## src/rtl/dsk_map.vh

```
/*
 * constants for the skip-instruction decoder: opcodes, field positions, widths.
 * assumes inclusion by its bare name from the decoder files.
 */
`ifndef DSK_MAP_VH
`define DSK_MAP_VH
`define DSK_OP_PACKED_SKIP  4'h2
`define DSK_OP_PLANAR_SKIP  4'ha
`define DSK_OP_HI           31
`define DSK_OP_LO           28
`define DSK_CNT_A_HI        11
`define DSK_CNT_A_LO        0
`define DSK_CNT_B_HI        27
`define DSK_CNT_B_LO        16
`define DSK_STAT_HI         23
`define DSK_STAT_LO         16
`define DSK_IRQ_BIT         24
`define DSK_LAST_BIT        26
`define DSK_FIRST_BIT       27
`define DSK_CNT_W           12
`define DSK_CNT_ZERO        12'h000
`define DSK_FLAGS_RST       4'h0
`endif

```

## src/rtl/dsk_skip_decode.v

```verilog
/*
 * skip-instruction decoder and executor of the capture dma sequencer.
 * assumes the fetch logic offers dwords with valid/ready and the fifos pop counted lanes.
 */
// Operation
// - opcode 0010 is one dword; drop count bits 11:0 from pixel fifo
// - discard is byte granular, any start or end lane allowed
// - opcode 1010 fetches two dwords, discards across luma and both chroma fifos
// - planar luma discard count is first dword bits 11:0
// - second dword: chroma a count bits 11:0, chroma b bits 27:16
// - first flag marks line start, last flag marks line end
// - early fifo end of line aborts instructions until one with last flag
// - planar discard paces the two chroma fifos together; each drops its own byte count
`timescale 1ns/1ps
`include "dsk_map.vh"
module dsk_skip_decode (
	input  wire        i_clk,
	input  wire        i_reset_n,
	input  wire [31:0] i_instr,
	input  wire        i_instr_valid,
	output reg         o_instr_ready,
	input  wire [2:0]  i_pix_avail,
	input  wire [2:0]  i_luma_avail,
	input  wire [2:0]  i_chra_avail,
	input  wire [2:0]  i_chrb_avail,
	input  wire        i_fifo_eol,
	output reg  [2:0]  o_pix_pop,
	output reg  [2:0]  o_luma_pop,
	output reg  [2:0]  o_chra_pop,
	output reg  [2:0]  o_chrb_pop,
	output reg  [3:0]  o_flags_set,
	output reg  [3:0]  o_flags_clr,
	output reg         o_flags_stb,
	output reg         o_irq,
	output reg         o_done,
	output reg         o_line_first,
	output reg         o_line_last,
	output reg         o_aborting
);
	localparam ST_IDLE  = 4'b0001;
	localparam ST_DW1   = 4'b0010;
	localparam ST_RUN   = 4'b0100;
	localparam ST_FIN   = 4'b1000;

	reg [3:0]  state_r;
	reg [31:0] dw0_r;
	reg        planar_r;
	reg        abort_r;
	reg        load_r;
	reg [11:0] pix_cnt_r;
	reg [11:0] luma_cnt_r;
	reg [11:0] chra_cnt_r;
	reg [11:0] chrb_cnt_r;
	wire [2:0] pix_pop;
	wire [2:0] luma_pop;
	wire [2:0] chra_pop;
	wire [2:0] chrb_pop;
	wire [3:0] busy;
	wire [3:0] op_in;
	wire       take;
	wire       abort_now;
	wire [2:0] chr_avail;

	assign op_in = i_instr[`DSK_OP_HI:`DSK_OP_LO];
	assign take  = i_instr_valid && o_instr_ready;
	// early eol while a skip runs kills it; held until the marked last one finishes
	assign abort_now = abort_r || (i_fifo_eol && (state_r == ST_RUN) && !dw0_r[`DSK_LAST_BIT]);

	// ----------------------------------------------------------------
	// instruction fetch and sequencing
	// ----------------------------------------------------------------
	always @(posedge i_clk or negedge i_reset_n) begin
		if (!i_reset_n) begin
			state_r       <= ST_IDLE;
			dw0_r         <= 32'h0000_0000;
			planar_r      <= 1'b0;
			abort_r       <= 1'b0;
			load_r        <= 1'b0;
			pix_cnt_r     <= `DSK_CNT_ZERO;
			luma_cnt_r    <= `DSK_CNT_ZERO;
			chra_cnt_r    <= `DSK_CNT_ZERO;
			chrb_cnt_r    <= `DSK_CNT_ZERO;
			o_instr_ready <= 1'b1;
			o_flags_set   <= `DSK_FLAGS_RST;
			o_flags_clr   <= `DSK_FLAGS_RST;
			o_flags_stb   <= 1'b0;
			o_irq         <= 1'b0;
			o_done        <= 1'b0;
			o_line_first  <= 1'b0;
			o_line_last   <= 1'b0;
			o_aborting    <= 1'b0;
		end else begin
			load_r      <= 1'b0;
			o_flags_stb <= 1'b0;
			o_irq       <= 1'b0;
			o_done      <= 1'b0;
			o_aborting  <= abort_now;
			case (state_r)
			ST_IDLE: begin
				if (take && (op_in == `DSK_OP_PACKED_SKIP)) begin
					dw0_r      <= i_instr;
					planar_r   <= 1'b0;
					pix_cnt_r  <= i_instr[`DSK_CNT_A_HI:`DSK_CNT_A_LO];
					luma_cnt_r <= `DSK_CNT_ZERO;
					chra_cnt_r <= `DSK_CNT_ZERO;
					chrb_cnt_r <= `DSK_CNT_ZERO;
					load_r     <= 1'b1;
					o_instr_ready <= 1'b0;
					o_line_first  <= i_instr[`DSK_FIRST_BIT];
					o_line_last   <= i_instr[`DSK_LAST_BIT];
					state_r    <= ST_RUN;
				end else if (take && (op_in == `DSK_OP_PLANAR_SKIP)) begin
					dw0_r      <= i_instr;
					planar_r   <= 1'b1;
					pix_cnt_r  <= `DSK_CNT_ZERO;
					luma_cnt_r <= i_instr[`DSK_CNT_A_HI:`DSK_CNT_A_LO];
					o_line_first <= i_instr[`DSK_FIRST_BIT];
					o_line_last  <= i_instr[`DSK_LAST_BIT];
					state_r    <= ST_DW1;
				end
			end
			ST_DW1: begin
				if (take) begin
					chra_cnt_r <= i_instr[`DSK_CNT_A_HI:`DSK_CNT_A_LO];
					chrb_cnt_r <= i_instr[`DSK_CNT_B_HI:`DSK_CNT_B_LO];
					load_r     <= 1'b1;
					o_instr_ready <= 1'b0;
					state_r    <= ST_RUN;
				end
			end
			ST_RUN: begin
				// latch the early end so the abort outlives this instruction
				if (abort_now) begin
					abort_r <= 1'b1;
				end
				// wait one cycle after load so busy flags are valid
				if (!load_r && (busy == 4'h0 || abort_now)) begin
					state_r <= ST_FIN;
				end
			end
			ST_FIN: begin
				// abort persists across instructions until the marked last one ends
				abort_r <= abort_r && !dw0_r[`DSK_LAST_BIT];
				o_flags_set <= dw0_r[`DSK_STAT_HI:`DSK_STAT_LO+4];
				o_flags_clr <= dw0_r[`DSK_STAT_LO+3:`DSK_STAT_LO];
				o_flags_stb <= 1'b1;
				o_irq       <= dw0_r[`DSK_IRQ_BIT];
				o_done      <= 1'b1;
				o_instr_ready <= 1'b1;
				state_r     <= ST_IDLE;
			end
			default: begin
				state_r <= ST_IDLE;
			end
			endcase
		end
	end

	// ----------------------------------------------------------------
	// per-fifo lane droppers; chroma pair shares pace, each with its own count
	// ----------------------------------------------------------------
	// packed pixel fifo dropper; idle with a zero count in planar mode
	dsk_lane_drop u_pix (
		.i_clk     (i_clk),
		.i_reset_n (i_reset_n),
		.i_load    (load_r),
		.i_count   (pix_cnt_r),
		.i_abort   (abort_now),
		.i_avail   (i_pix_avail),
		.o_pop_cnt (pix_pop),
		.o_busy    (busy[0])
	);

	// luma dropper; idle with a zero count in packed mode
	dsk_lane_drop u_luma (
		.i_clk     (i_clk),
		.i_reset_n (i_reset_n),
		.i_load    (load_r),
		.i_count   (luma_cnt_r),
		.i_abort   (abort_now),
		.i_avail   (i_luma_avail),
		.o_pop_cnt (luma_pop),
		.o_busy    (busy[1])
	);

	// both chroma droppers see the smaller availability so they stay in step;
	// trade-off: the faster chroma fifo is held back to the slower one's pace
	assign chr_avail = (i_chra_avail < i_chrb_avail) ? i_chra_avail : i_chrb_avail;

	dsk_lane_drop u_chra (
		.i_clk     (i_clk),
		.i_reset_n (i_reset_n),
		.i_load    (load_r),
		.i_count   (chra_cnt_r),
		.i_abort   (abort_now),
		.i_avail   (chr_avail),
		.o_pop_cnt (chra_pop),
		.o_busy    (busy[2])
	);

	dsk_lane_drop u_chrb (
		.i_clk     (i_clk),
		.i_reset_n (i_reset_n),
		.i_load    (load_r),
		.i_count   (chrb_cnt_r),
		.i_abort   (abort_now),
		.i_avail   (chr_avail),
		.o_pop_cnt (chrb_pop),
		.o_busy    (busy[3])
	);

	// pops re-registered so every top output is a flop
	always @(posedge i_clk or negedge i_reset_n) begin
		if (!i_reset_n) begin
			o_pix_pop  <= 3'h0;
			o_luma_pop <= 3'h0;
			o_chra_pop <= 3'h0;
			o_chrb_pop <= 3'h0;
		end else begin
			o_pix_pop  <= pix_pop;
			o_luma_pop <= planar_r ? luma_pop : 3'h0;
			o_chra_pop <= planar_r ? chra_pop : 3'h0;
			o_chrb_pop <= planar_r ? chrb_pop : 3'h0;
		end
	end
endmodule

```

## src/rtl/dsk_lane_drop.v

```verilog
/*
 * one fifo's byte-granular discard counter: drops up to i_avail byte lanes per cycle.
 * assumes the fifo pops the number of lanes asked when o_pop_cnt is nonzero and i_avail covers it.
 */
`timescale 1ns/1ps
`include "dsk_map.vh"
module dsk_lane_drop (
	input  wire        i_clk,
	input  wire        i_reset_n,
	input  wire        i_load,
	input  wire [11:0] i_count,
	input  wire        i_abort,
	input  wire [2:0]  i_avail,
	output reg  [2:0]  o_pop_cnt,
	output reg         o_busy
);
	reg [11:0] left_r;
	reg [11:0] left_nxt;
	reg [2:0]  take;

	// ----------------------------------------------------------------
	// lane take: any start or stop lane, no alignment needed
	// ----------------------------------------------------------------
	always @* begin
		take = 3'h0;
		if (o_busy && !i_abort) begin
			if (left_r > {9'h000, i_avail})
				take = i_avail;
			else
				take = left_r[2:0];
		end
		left_nxt = left_r - {9'h000, take};
	end

	// registered pop so the fifo sees a flop output
	always @(posedge i_clk or negedge i_reset_n) begin
		if (!i_reset_n) begin
			left_r    <= `DSK_CNT_ZERO;
			o_pop_cnt <= 3'h0;
			o_busy    <= 1'b0;
		end else if (i_load) begin
			left_r    <= i_count;
			o_pop_cnt <= 3'h0;
			o_busy    <= (i_count != `DSK_CNT_ZERO);
		end else begin
			left_r    <= i_abort ? `DSK_CNT_ZERO : left_nxt;
			o_pop_cnt <= take;
			o_busy    <= !i_abort && (left_nxt != `DSK_CNT_ZERO);
		end
	end
endmodule

```

## config.mk

```make
export PLATFORM = sky130hd
export DESIGN_NAME = dsk_skip_decode
export DESIGN_NICKNAME = d
export VERILOG_FILES = /design/src/rtl/dsk_skip_decode.v /design/src/rtl/dsk_lane_drop.v
export VERILOG_INCLUDE_DIRS = /design/src /design/src/rtl
export SDC_FILE = /design/constraint.sdc
export NUM_CORES = 1
export LEC_CHECK = 0
export ABC_AREA = 1
export BUFFER_PORTS_ARGS = -buffer_cell sky130_fd_sc_hd__buf_4
export CORE_ASPECT_RATIO = 1.4
export CORE_MARGIN = 2
export CORE_UTILIZATION = 40
export DETAILED_ROUTE_END_ITERATION = 10
export SLEW_MARGIN = 25
export SYNTH_ARGS = -nofsm -noshare
export SYNTH_HDL_FRONTEND = slang
export SYNTH_SLANG_ARGS = --single-unit
```

## constraint.sdc

```tcl
create_clock -name i_clk -period 9.2 [get_ports i_clk]
set_input_delay 0.46 -clock i_clk [delete_from_list [all_inputs] [get_ports i_clk]]
set_output_delay 0.46 -clock i_clk [all_outputs]
set_load 0.005 [all_outputs]
```

* Word-level counts from Yosys, hierarchy flattened
Cells that the tools add are included.
** Storage, ports and cells
- Register bits after elaboration :: 172
- Input bits :: 48
- Output and inout bits :: 27
- Logic and storage cells :: 151
** Cells by class
- Add/sub/neg operators :: 4
- Magnitude comparators :: 5
- Equal/unequal tests :: 11
- Mux-type cells :: 60
- Reductions and logical operators :: 38
** Operators by type and width (number)
- 12-bit 2-to-1 mux :: 15
- 12-bit nonzero test :: 8
- 27-bit 2-to-1 mux :: 2
- 12-bit by 3-bit > comparator with 1-bit output :: 4
- 3-bit 2-to-1 mux :: 16
- 12-bit one-hot mux with 2 select lines :: 2
- 12-bit by 3-bit subtractor with 12-bit output :: 4
- 1-bit 2-to-1 mux :: 17
- 4-bit 2-to-1 mux :: 4
- 1-bit logical AND :: 15
- 4-bit one-hot mux with 3 select lines :: 1
- 3-bit AND reduction :: 3
- 4-bit by 2-bit equality test with 1-bit output, second input constant :: 2
- 4-bit equality test, second input constant :: 2
- 2-bit inequality test, second input constant :: 3
- 2-bit nonzero test :: 3
- 4-bit by 1-bit equality test with 1-bit output, second input constant :: 1
- 4-bit by 3-bit equality test with 1-bit output, second input constant :: 1
- 4-bit zero test :: 1
- 1-bit one-hot mux with 2 select lines :: 2
- 2-bit AND reduction :: 2
- 1-bit zero test :: 3
- 3-bit < comparator :: 1
- 3-bit inequality test, second input constant :: 1
- other kinds (4) :: 5

* Logic depth before layout (Yosys ltp)
Gate-level depths: netlist of the first run.
- Depth after elaboration :: 11
- Mapped depth :: 29
- Mapped depth without buffers :: 29

* Cells and area by module
From an unflattened synthesis of the first run, not the netlist that was laid out.
** Second synthesis, totals
- Cell total of the unflattened synthesis :: 1064
- Area, all modules :: 8345.5 µm²
** By module, submodules not included
- dsk_lane_drop (u_chra ...) :: instances 3, cells an instance 173, area an instance 1213.7 µm², seq. area each 400.4 µm²
- dsk_skip_decode :: instances 1, cells an instance 365, area an instance 3487.1 µm², seq. area each 2254.7 µm²
- dsk_lane_drop (u_chrb) :: instances 1, cells an instance 180, area an instance 1217.4 µm², seq. area each 400.4 µm²

* Worst setup path before layout of the first run
OpenSTA, ideal clock, no wires.
- Kind :: input port to flip-flop
- From :: input port i_chrb_avail[2]
- To :: register u_chrb.o_busy
- Setup time :: 128 ps
- Arrival :: 3302 ps
- Required time :: 9072 ps
- Path slack :: 5770 ps
- Stages :: 22
- Path buffers :: 0
- Cells stage by stage :: inv_1 -> ha_1 -> a21oi_1 -> nand2_1 -> o21a_1 -> ha_1 -> nand4_1 -> nand3_1 -> nand3_1 -> inv_1 -> ha_1 -> inv_1 -> fa_1 -> nand2_1 -> nand3_1 -> nor2_1 -> xor2_1 -> nand4_1 -> nor2_1 -> nand3_1 -> nand2_1 -> nand2_1
** On the way
- Word-level cells in the longest chain between the ends :: 9
** Ends and longest elaborated chain
- start, declared :: line dsk_skip_decode.v:25 : input wire [2:0] i_chrb_avail,
- 3-bit < comparator :: line dsk_skip_decode.v:188 : assign chr_avail = (i_chra_avail < i_chrb_avail) ? i_chra_avail : i_chrb_avail;
- 3-bit 2-to-1 mux * :: line dsk_skip_decode.v:188
- 12-bit by 3-bit > comparator with 1-bit output :: line dsk_lane_drop.v:27 : if (left_r > {9'h000, i_avail})
- 3-bit 2-to-1 mux * :: line dsk_lane_drop.v:27
- 3-bit 2-to-1 mux * :: line dsk_lane_drop.v:26 : if (o_busy && !i_abort) begin
- 12-bit by 3-bit subtractor with 12-bit output * :: line dsk_lane_drop.v:32 : left_nxt = left_r - {9'h000, take};
- 12-bit nonzero test (no line) *
- 1-bit logical AND * :: line dsk_lane_drop.v:48 : o_busy <= !i_abort && (left_nxt != `DSK_CNT_ZERO);
- 1-bit 2-to-1 mux * :: line dsk_lane_drop.v:41 : end else if (i_load) begin
- end signal, assigned :: line dsk_lane_drop.v:44 : o_busy <= (i_count != `DSK_CNT_ZERO);
- end signal, assigned :: line dsk_lane_drop.v:48
- end, declared :: line dsk_lane_drop.v:15 : output reg o_busy
Every way passes the cells marked *; elsewhere a longest branch is shown, timed or not.
A chain may end at the register's enable or synchronous reset.

* Worst setup path after layout of the first run
- From :: register u_luma.left_r[1]
- To :: register u_luma.o_busy
** On the way
- Word-level cells in the longest chain between the ends :: 7
** Ends and longest elaborated chain
- start, declared :: line dsk_lane_drop.v:17 : reg [11:0] left_r;
- start signal, assigned :: line dsk_lane_drop.v:38 : left_r <= `DSK_CNT_ZERO;
- start signal, assigned :: line dsk_lane_drop.v:42 : left_r <= i_count;
- start signal, assigned :: line dsk_lane_drop.v:46 : left_r <= i_abort ? `DSK_CNT_ZERO : left_nxt;
- 12-bit by 3-bit > comparator with 1-bit output :: line dsk_lane_drop.v:27
- 3-bit 2-to-1 mux :: line dsk_lane_drop.v:27
- 3-bit 2-to-1 mux :: line dsk_lane_drop.v:26
- 12-bit by 3-bit subtractor with 12-bit output * :: line dsk_lane_drop.v:32
- 12-bit nonzero test (no line) *
- 1-bit logical AND * :: line dsk_lane_drop.v:48
- 1-bit 2-to-1 mux * :: line dsk_lane_drop.v:41
- end signal, assigned :: line dsk_lane_drop.v:44
- end signal, assigned :: line dsk_lane_drop.v:48
- end, declared :: line dsk_lane_drop.v:15
Marks and branches as above.

==> results.toml, run 1 <==
[synthesis]
synthAdderAreaFrac_pct = 5.267
synth_common_cells = "inv_1, dfrtp_1, nand2_1"
synth.area.top_cells = "dfrtp_1, inv_1, nand2_1"
synth_top_area_cell = "dfrtp_1"
ys_ff_latch = 154
synth-simple-area-share_pct = 17.95
synth_compound_area_share_pct = 11.10
yosysMostFrequentCell = "inv_1"
synth-seq-area-share_pct = 51.69
syn_area_per_cell_sq_um = 8.870
synthDistinctLibCells = 36
synth-xor-area-share_pct = 4.227
synth_edf_count = 0
synth_warnings = 0
synth_top_area_share_pct = 50.99
netlist_area_sq_um = 7460
postSynthCellCount = 841
synth_mux_area_share_pct = 0
synth_top_family_by_area = "simple AND/OR/NAND/NOR gates"
ys_async_sr_fraction_pct = 100.0
syn-num-nets = 918
ys.flop_type = "dfrtp_1"

[power_and_ir_drop]
cellPowerDensity_nw_per_um2 = 219.0
power_leakage_nw = 4.623
ir_worst_vdd_uv = 144.9

[global_route]
grt_pass1_vias = 5912
grtUsageTotal_pct = 18.50
gr-total-overflow = 0
antenna_found_initial = 0
grt_pass1_wl_um = 28640
grt_max_degree = 91

[clock_network]
htreeDepth = 4
clockBufferDepth = 2
cts_setup_buffers = 0
cts_tree = "yes"
ctsHoldBuffers = 0
clk_pin_slew_ns = 0.07
clkLatencyLatePin_ns = 0.43
numCtsBuffers = 17
clkSinkCount = 154
clockRootBuffer = "clkbuf_16"
cts_resized = 0

[final_layout]
antenna_cells = 0
nNetsFinal = 987
syn2layout_area_growth_pct = 17.70
layout-drive-gt1-share_pct = 14.30

[critical_path]
startpoint_type = "flip-flop"
crit_fanout = 6
end_kind = "flip-flop"
cp.arrival_ns = 3.86
required_ns = 9.49
worstSetupPathType = "reg -> reg"

[job]
max-cap-violations = 0

[min_path]
hold_class = "in -> async"

[sta]
holdWs_ns = 0.1120
hold_viol_final = 0
setup_slack_ns = 5.631
fin_crit_ns = 3.569
rsz0062_at_grt = "false"
worst_pin_slew_ns = 0.8486
skew_ns = 0.01687
maxSlewHeadroom_pct = 43.36
max_freq_mhz = 280.2
drv_slew = 0
tns_ns = 0
fin_crit_sh_pct = 38.80
finalSetupViolCount = 0

[die]
ios = 75
core_sq_um = 18460
die_h_um = 165.6
die_area_sq_um = 19770
dieWidth_um = 119.4
rows = 59
start_util_pct = 40.42

[routing]
drt_iter0_markers = 249
antenna_left = 0
dr.pass1.iters = 4
detail_route.wl_per_cell_um = 14.78
via_count = 5768
avgViaCountPerCell = 4.943
drc_errors = 0
routed_wl_um = 17240

[run_status]
status = "finished clean"

[placement]
dp_hpwl_um = 12320
portBuffers = 70
post-place-ws_ns = 5.330
gp_congestion = 0.8506
-- layout by cell type, fill, tap and decap left out, types with 2 or more instances in the layout --
cell type and instances:
nor3_1 11, nand2_1 141, nor3_2 2, clkbuf_16 17
a21oi_1 11, inv_1 155, nand4_1 19, inv_6 9
ha_1 25, nor2_2 2, nor2_1 64, fa_1 4
o31ai_1 2, o21ai_0 32, clkinv_4 2, buf_4 73
xnor2_1 7, xor2_1 29, dfrtp_1 152, nand3_1 38
nand3b_1 2, o41ai_1 3, o21a_1 2, dfstp_2 2
nor4_1 4, o211ai_1 5, o22ai_1 82, nand2_2 9
inv_2 6
-- per-layer routing --
layer	track usage, %	vias to the layer above	part of all wire, %
met1	21.75	2776	42
met3	3.297	22	3.0
li1	-	2874	-
met4	6.471	0	1.8
met5	0	-	0
met2	33.99	96	53
-- report_power, final --
group | internal (mW) | switching [mW]
registers | 0.814 | 0.0579
logic | 0.133 | 0.224
clock network | 0.382 | 0.311
total | 1.33 | 0.593
-- metrics by stage --
step,power (mW),area [sq um],instances,util [%]
floorplan,1.117,7460,841,-
global placement,1.236,8204,1135,44.45
detailed placement,1.245,8204,1135,44.45
CTS,1.941,8780,1167,47.57
global route,2.029,8780,1167,47.57
finish,1.923,8780,1167,47.57
-- kinds of logic (layout without fill, tap and decap cells) --
family | count (synthesis) | in the layout
AO/OA/AOI/OAI | 138 | 138
XOR/XNOR | 36 | 36
adder cells (fa/ha/maj) | 29 | 29
AND/OR/NAND/NOR | 298 | 298
flip-flops | 154 | 154
buffers and inverters | 186 | 268
-- critical path, cell delays in order, from the launching register on --
cell and delay, ns:
dfrtp_1 0.45, ha_1 0.32, a21oi_1 0.15, nor2_1 0.04
o21ai_0 0.17, nand3_1 0.22, inv_1 0.09, o21ai_0 0.10
nor2_1 0.11, ha_1 0.21, inv_1 0.07, fa_1 0.39
nand2_1 0.10, nand3_1 0.12, nor2_1 0.18, nand2_1 0.09
xor2_1 0.21, nand3_1 0.10, nor2_1 0.11, nand2_1 0.07
nand2_1 0.05, nand2_1 0.07
-- area by class of cell --
| type | count | area (sq um) |
|---|---|---|
| fill | 1860 | 9676 |
| sequential | 154 | 3856 |
| multi-input combinational | 501 | 2875 |
| inverter | 162 | 608.1 |
| timing repair buffer | 74 | 559.3 |
| clock buffer | 17 | 425.4 |
| tap | 244 | 305.3 |
| clock inverter | 15 | 150.1 |
-- flip-flops by register name, summed over array words and instances (netlist names), 4 cells and up --
| register | flops |
|---|---|
| chra_cnt_r | 12 |
| chrb_cnt_r | 12 |
| luma_cnt_r | 12 |
| pix_cnt_r | 12 |
| u_chra.left_r | 12 |
| u_chrb.left_r | 12 |
| u_luma.left_r | 12 |
| u_pix.left_r | 12 |
| dw0_r | 9 |
| o_flags_clr | 4 |
| o_flags_set | 4 |
| state_r | 4 |
-- final timing paths --
check	startpoint	cells after the start	slack, ns	end
setup / recovery	u_luma.left_r[1]	21	5.63	u_luma.o_busy
hold / removal	i_reset_n	1	0.11	u_luma.left_r[11]
setup reg to reg	u_luma.left_r[1]	21	5.63	u_luma.o_busy
hold reg to reg	u_pix.o_pop_cnt[1]	0	0.36	o_pix_pop[1]
max in group asynchronous	i_reset_n	2	7.73	chra_cnt_r[9]
min in group i_clk	i_instr[25]	3	0.32	chrb_cnt_r[9]
No activity file was read; power rests on OpenSTA's default activity.
==> run 2: changes to the inputs <==
==> constraint.sdc (replaced) <==
create_clock -name i_clk -period 2.9 [get_ports i_clk]
set_input_delay 0.145 -clock i_clk [delete_from_list [all_inputs] [get_ports i_clk]]
set_output_delay 0.145 -clock i_clk [all_outputs]
set_load 0.005 [all_outputs]
==> run 2 against run 1 <==
Net effect:
- the run now ends with setup timing left
- clock skew down 0.0051 ns
- clock power rose to 3.0 times the previous value
- sequential share of layout area decreased by 7.0 points
- worst setup slack got worse by 5.7 ns
- wire length increased by 15%
- die area did not move
- fmax up 19%
- power rose to 3.2 times the previous value
- sequential cell count is the same
- first-iteration DRC count up 27%
- count of clock-buffer cells in the layout is the same
- combinational power grew to 3.8 times the previous value
- critical path type unchanged
- critical endpoint unchanged
- largest cell class unchanged
==> results.toml, run 2 (same netlist as run 1, synthesis figures left out) <==
[power_and_ir_drop]
cellInternalPower_mw = 4.270
power_leakage_nw = 5.356
cellPowerDensity_nw_per_um2 = 597.5
comb_power_share_pct = 21.9
ir_worst_vdd_uv = 495.9
swShare_pct = 31.56
p_seq_share_pct = 44.3
p_sw_mw = 1.969
pwr-share-clk_pct = 33.7

[routing]
routed_wl_um = 19840
via_count = 6448
drc_errors = 0
avgViaCountPerCell = 4.911
detail_route.wl_per_cell_um = 15.11
drt_iter0_markers = 317
antenna_left = 0
dr.pass1.iters = 4

[job]
max-cap-violations = 0

[placement]
dp_hpwl_um = 13780
gp_congestion = 0.8561
portBuffers = 70
place_area_sq_um = 9106

[critical_path]
worstSetupPathType = "reg -> reg"
crit_chain = "ha_4 > buf_4 > nand3_1 > o21ai_1 > nand3_1 > buf_6 > nor2_4 > nor2_2 > ha_2 > inv_2 > fa_2 > nand2_2 > nand3_2 > nor2_2 > nand2_1 > xor2_1 > nand3_1 > nor2_1 > nand2_1 > nand2_1 > nand2_1"
crit_fanout = 5
slowest_delay_ns = 0.42
critPathSlowestCell = "dfrtp_1"
end_kind = "flip-flop"
crit_family = "simple AND/OR/NAND/NOR gates"
cp.arrival_ns = 3.30
startpoint_type = "flip-flop"
path_buf_inv = 3
required_ns = 3.21
cp_common_cell = "nand2_1"

[clock_network]
clkSinkCount = 154
numCtsBuffers = 17
clockRootBuffer = "clkbuf_16"
htreeDepth = 4
clockBufferDepth = 2
clkLatencyLatePin_ns = 0.43
cts_tree = "yes"
clk_pin_slew_ns = 0.07

[sta]
fin_crit_ns = 2.988
skew_ns = 0.01181
maxSlewHeadroom_pct = 39.34
hold_viol_final = 0
tns_ns = -0.1439
max_freq_mhz = 334.7
fin_crit_sh_pct = 103.0
worst_pin_slew_ns = 0.9088
drv_slew = 0
finalSetupViolCount = 2
setup_slack_ns = -0.08802
rsz0062_at_grt = "true"

[final_layout]
design_area_sq_um = 10440
final_common_cell = "buf_4"
layout-drive-gt1-share_pct = 36.20
nNetsFinal = 1133
utilization_pct = 56.58
syn2layout_area_growth_pct = 39.97
antenna_cells = 0
layout_common_cells = "buf_4, dfrtp_1, inv_1"

[global_route]
grt_pass1_vias = 6584
grt_pass1_wl_um = 31050
antenna_found_initial = 0
grtUsageTotal_pct = 20.03
grt_max_degree = 73
gr-total-overflow = 0

[die]
ios = 75
start_util_pct = 40.42
core_sq_um = 18460
dieWidth_um = 119.4
die_area_sq_um = 19770
rows = 59
die_h_um = 165.6

[run_status]
status = "complete, but fails checks"
failed_checks = "setup timing"

[min_path]
hold_class = "in -> reg"
## run 2: final cells by class
type | count | area (sq um)
clock buffers | 17 | 425.4
clock inverters | 15 | 132.6
fillers | 1667 | 8014
inverters | 162 | 610.6
multi-input cells | 501 | 3431
flip-flops and latches | 154 | 3857
well taps | 244 | 305.3
repair buffers | 220 | 1679
## run 2: metal layers
| metal | vias to the layer above | global-route usage [%] | routed length [um] |
|---|---|---|---|
| li1 | 3168 | - | - |
| met1 | 3141 | 22.94 | 8070 |
| met2 | 106 | 37.25 | 10800 |
| met3 | 33 | 3.777 | 493 |
| met4 | 0 | 7.219 | 466 |
| met5 | - | 0 | 0 |
## run 2: power groups by stage
| stage | logic (mW) | clock network, mW | registers [mW] |
|---|---|---|---|
| floorplan | 0.797 | 0 | 2.75 |
| global placement | 1.24 | 0 | 2.78 |
| detailed placement | 1.26 | 0 | 2.80 |
| CTS | 1.29 | 2.14 | 2.77 |
| global route | 1.53 | 2.24 | 2.82 |
| finish | 1.37 | 2.11 | 2.77 |
## run 2: worst paths after layout
path / start / endpoint / slack [ns] / depth (start not counted)
min: i_instr[22] / chrb_cnt_r[6] / 0.02 / 3
min reg2reg: u_pix.o_pop_cnt[0] / o_pix_pop[0] / 0.35 / 0
max in group asynchronous: i_reset_n / state_r[0] / 1.80 / 3
min in group asynchronous: i_reset_n / o_flags_set[1] / 0.29 / 2
max: u_luma.left_r[1] / u_luma.o_busy / -0.09 / 21
max reg2reg: u_luma.left_r[1] / u_luma.o_busy / -0.09 / 21
## run 2: repair_timing
item	CTS	global route
resized for setup	23	103
hold buffers	5	0
setup endpoints to repair	10	28
hold endpoints to repair	73	0
pin swaps	20	64
buffers inserted	6	29
## run 2: worst min-delay path: cells and delay by family
family / cells / cell delay (ns)
buffers and inverters: 2 / 0.18
AOI/OAI and AO/OA: 1 / 0.08
## run 2: metrics by stage
stage	total power [mW]	instances	setup slack (ns)	hold WS, ns
6_report	6.239	1313	-0.08802	0.02174
2_1_floorplan	3.548	841	-0.08274	-0.1506
5_1_grt	6.586	1313	-0.3164	0.01584
3_3_place_gp	4.023	1249	-0.3117	0.1982
4_1_cts	6.196	1292	-0.03715	0.004179
3_5_place_dp	4.060	1249	-0.4040	0.2041
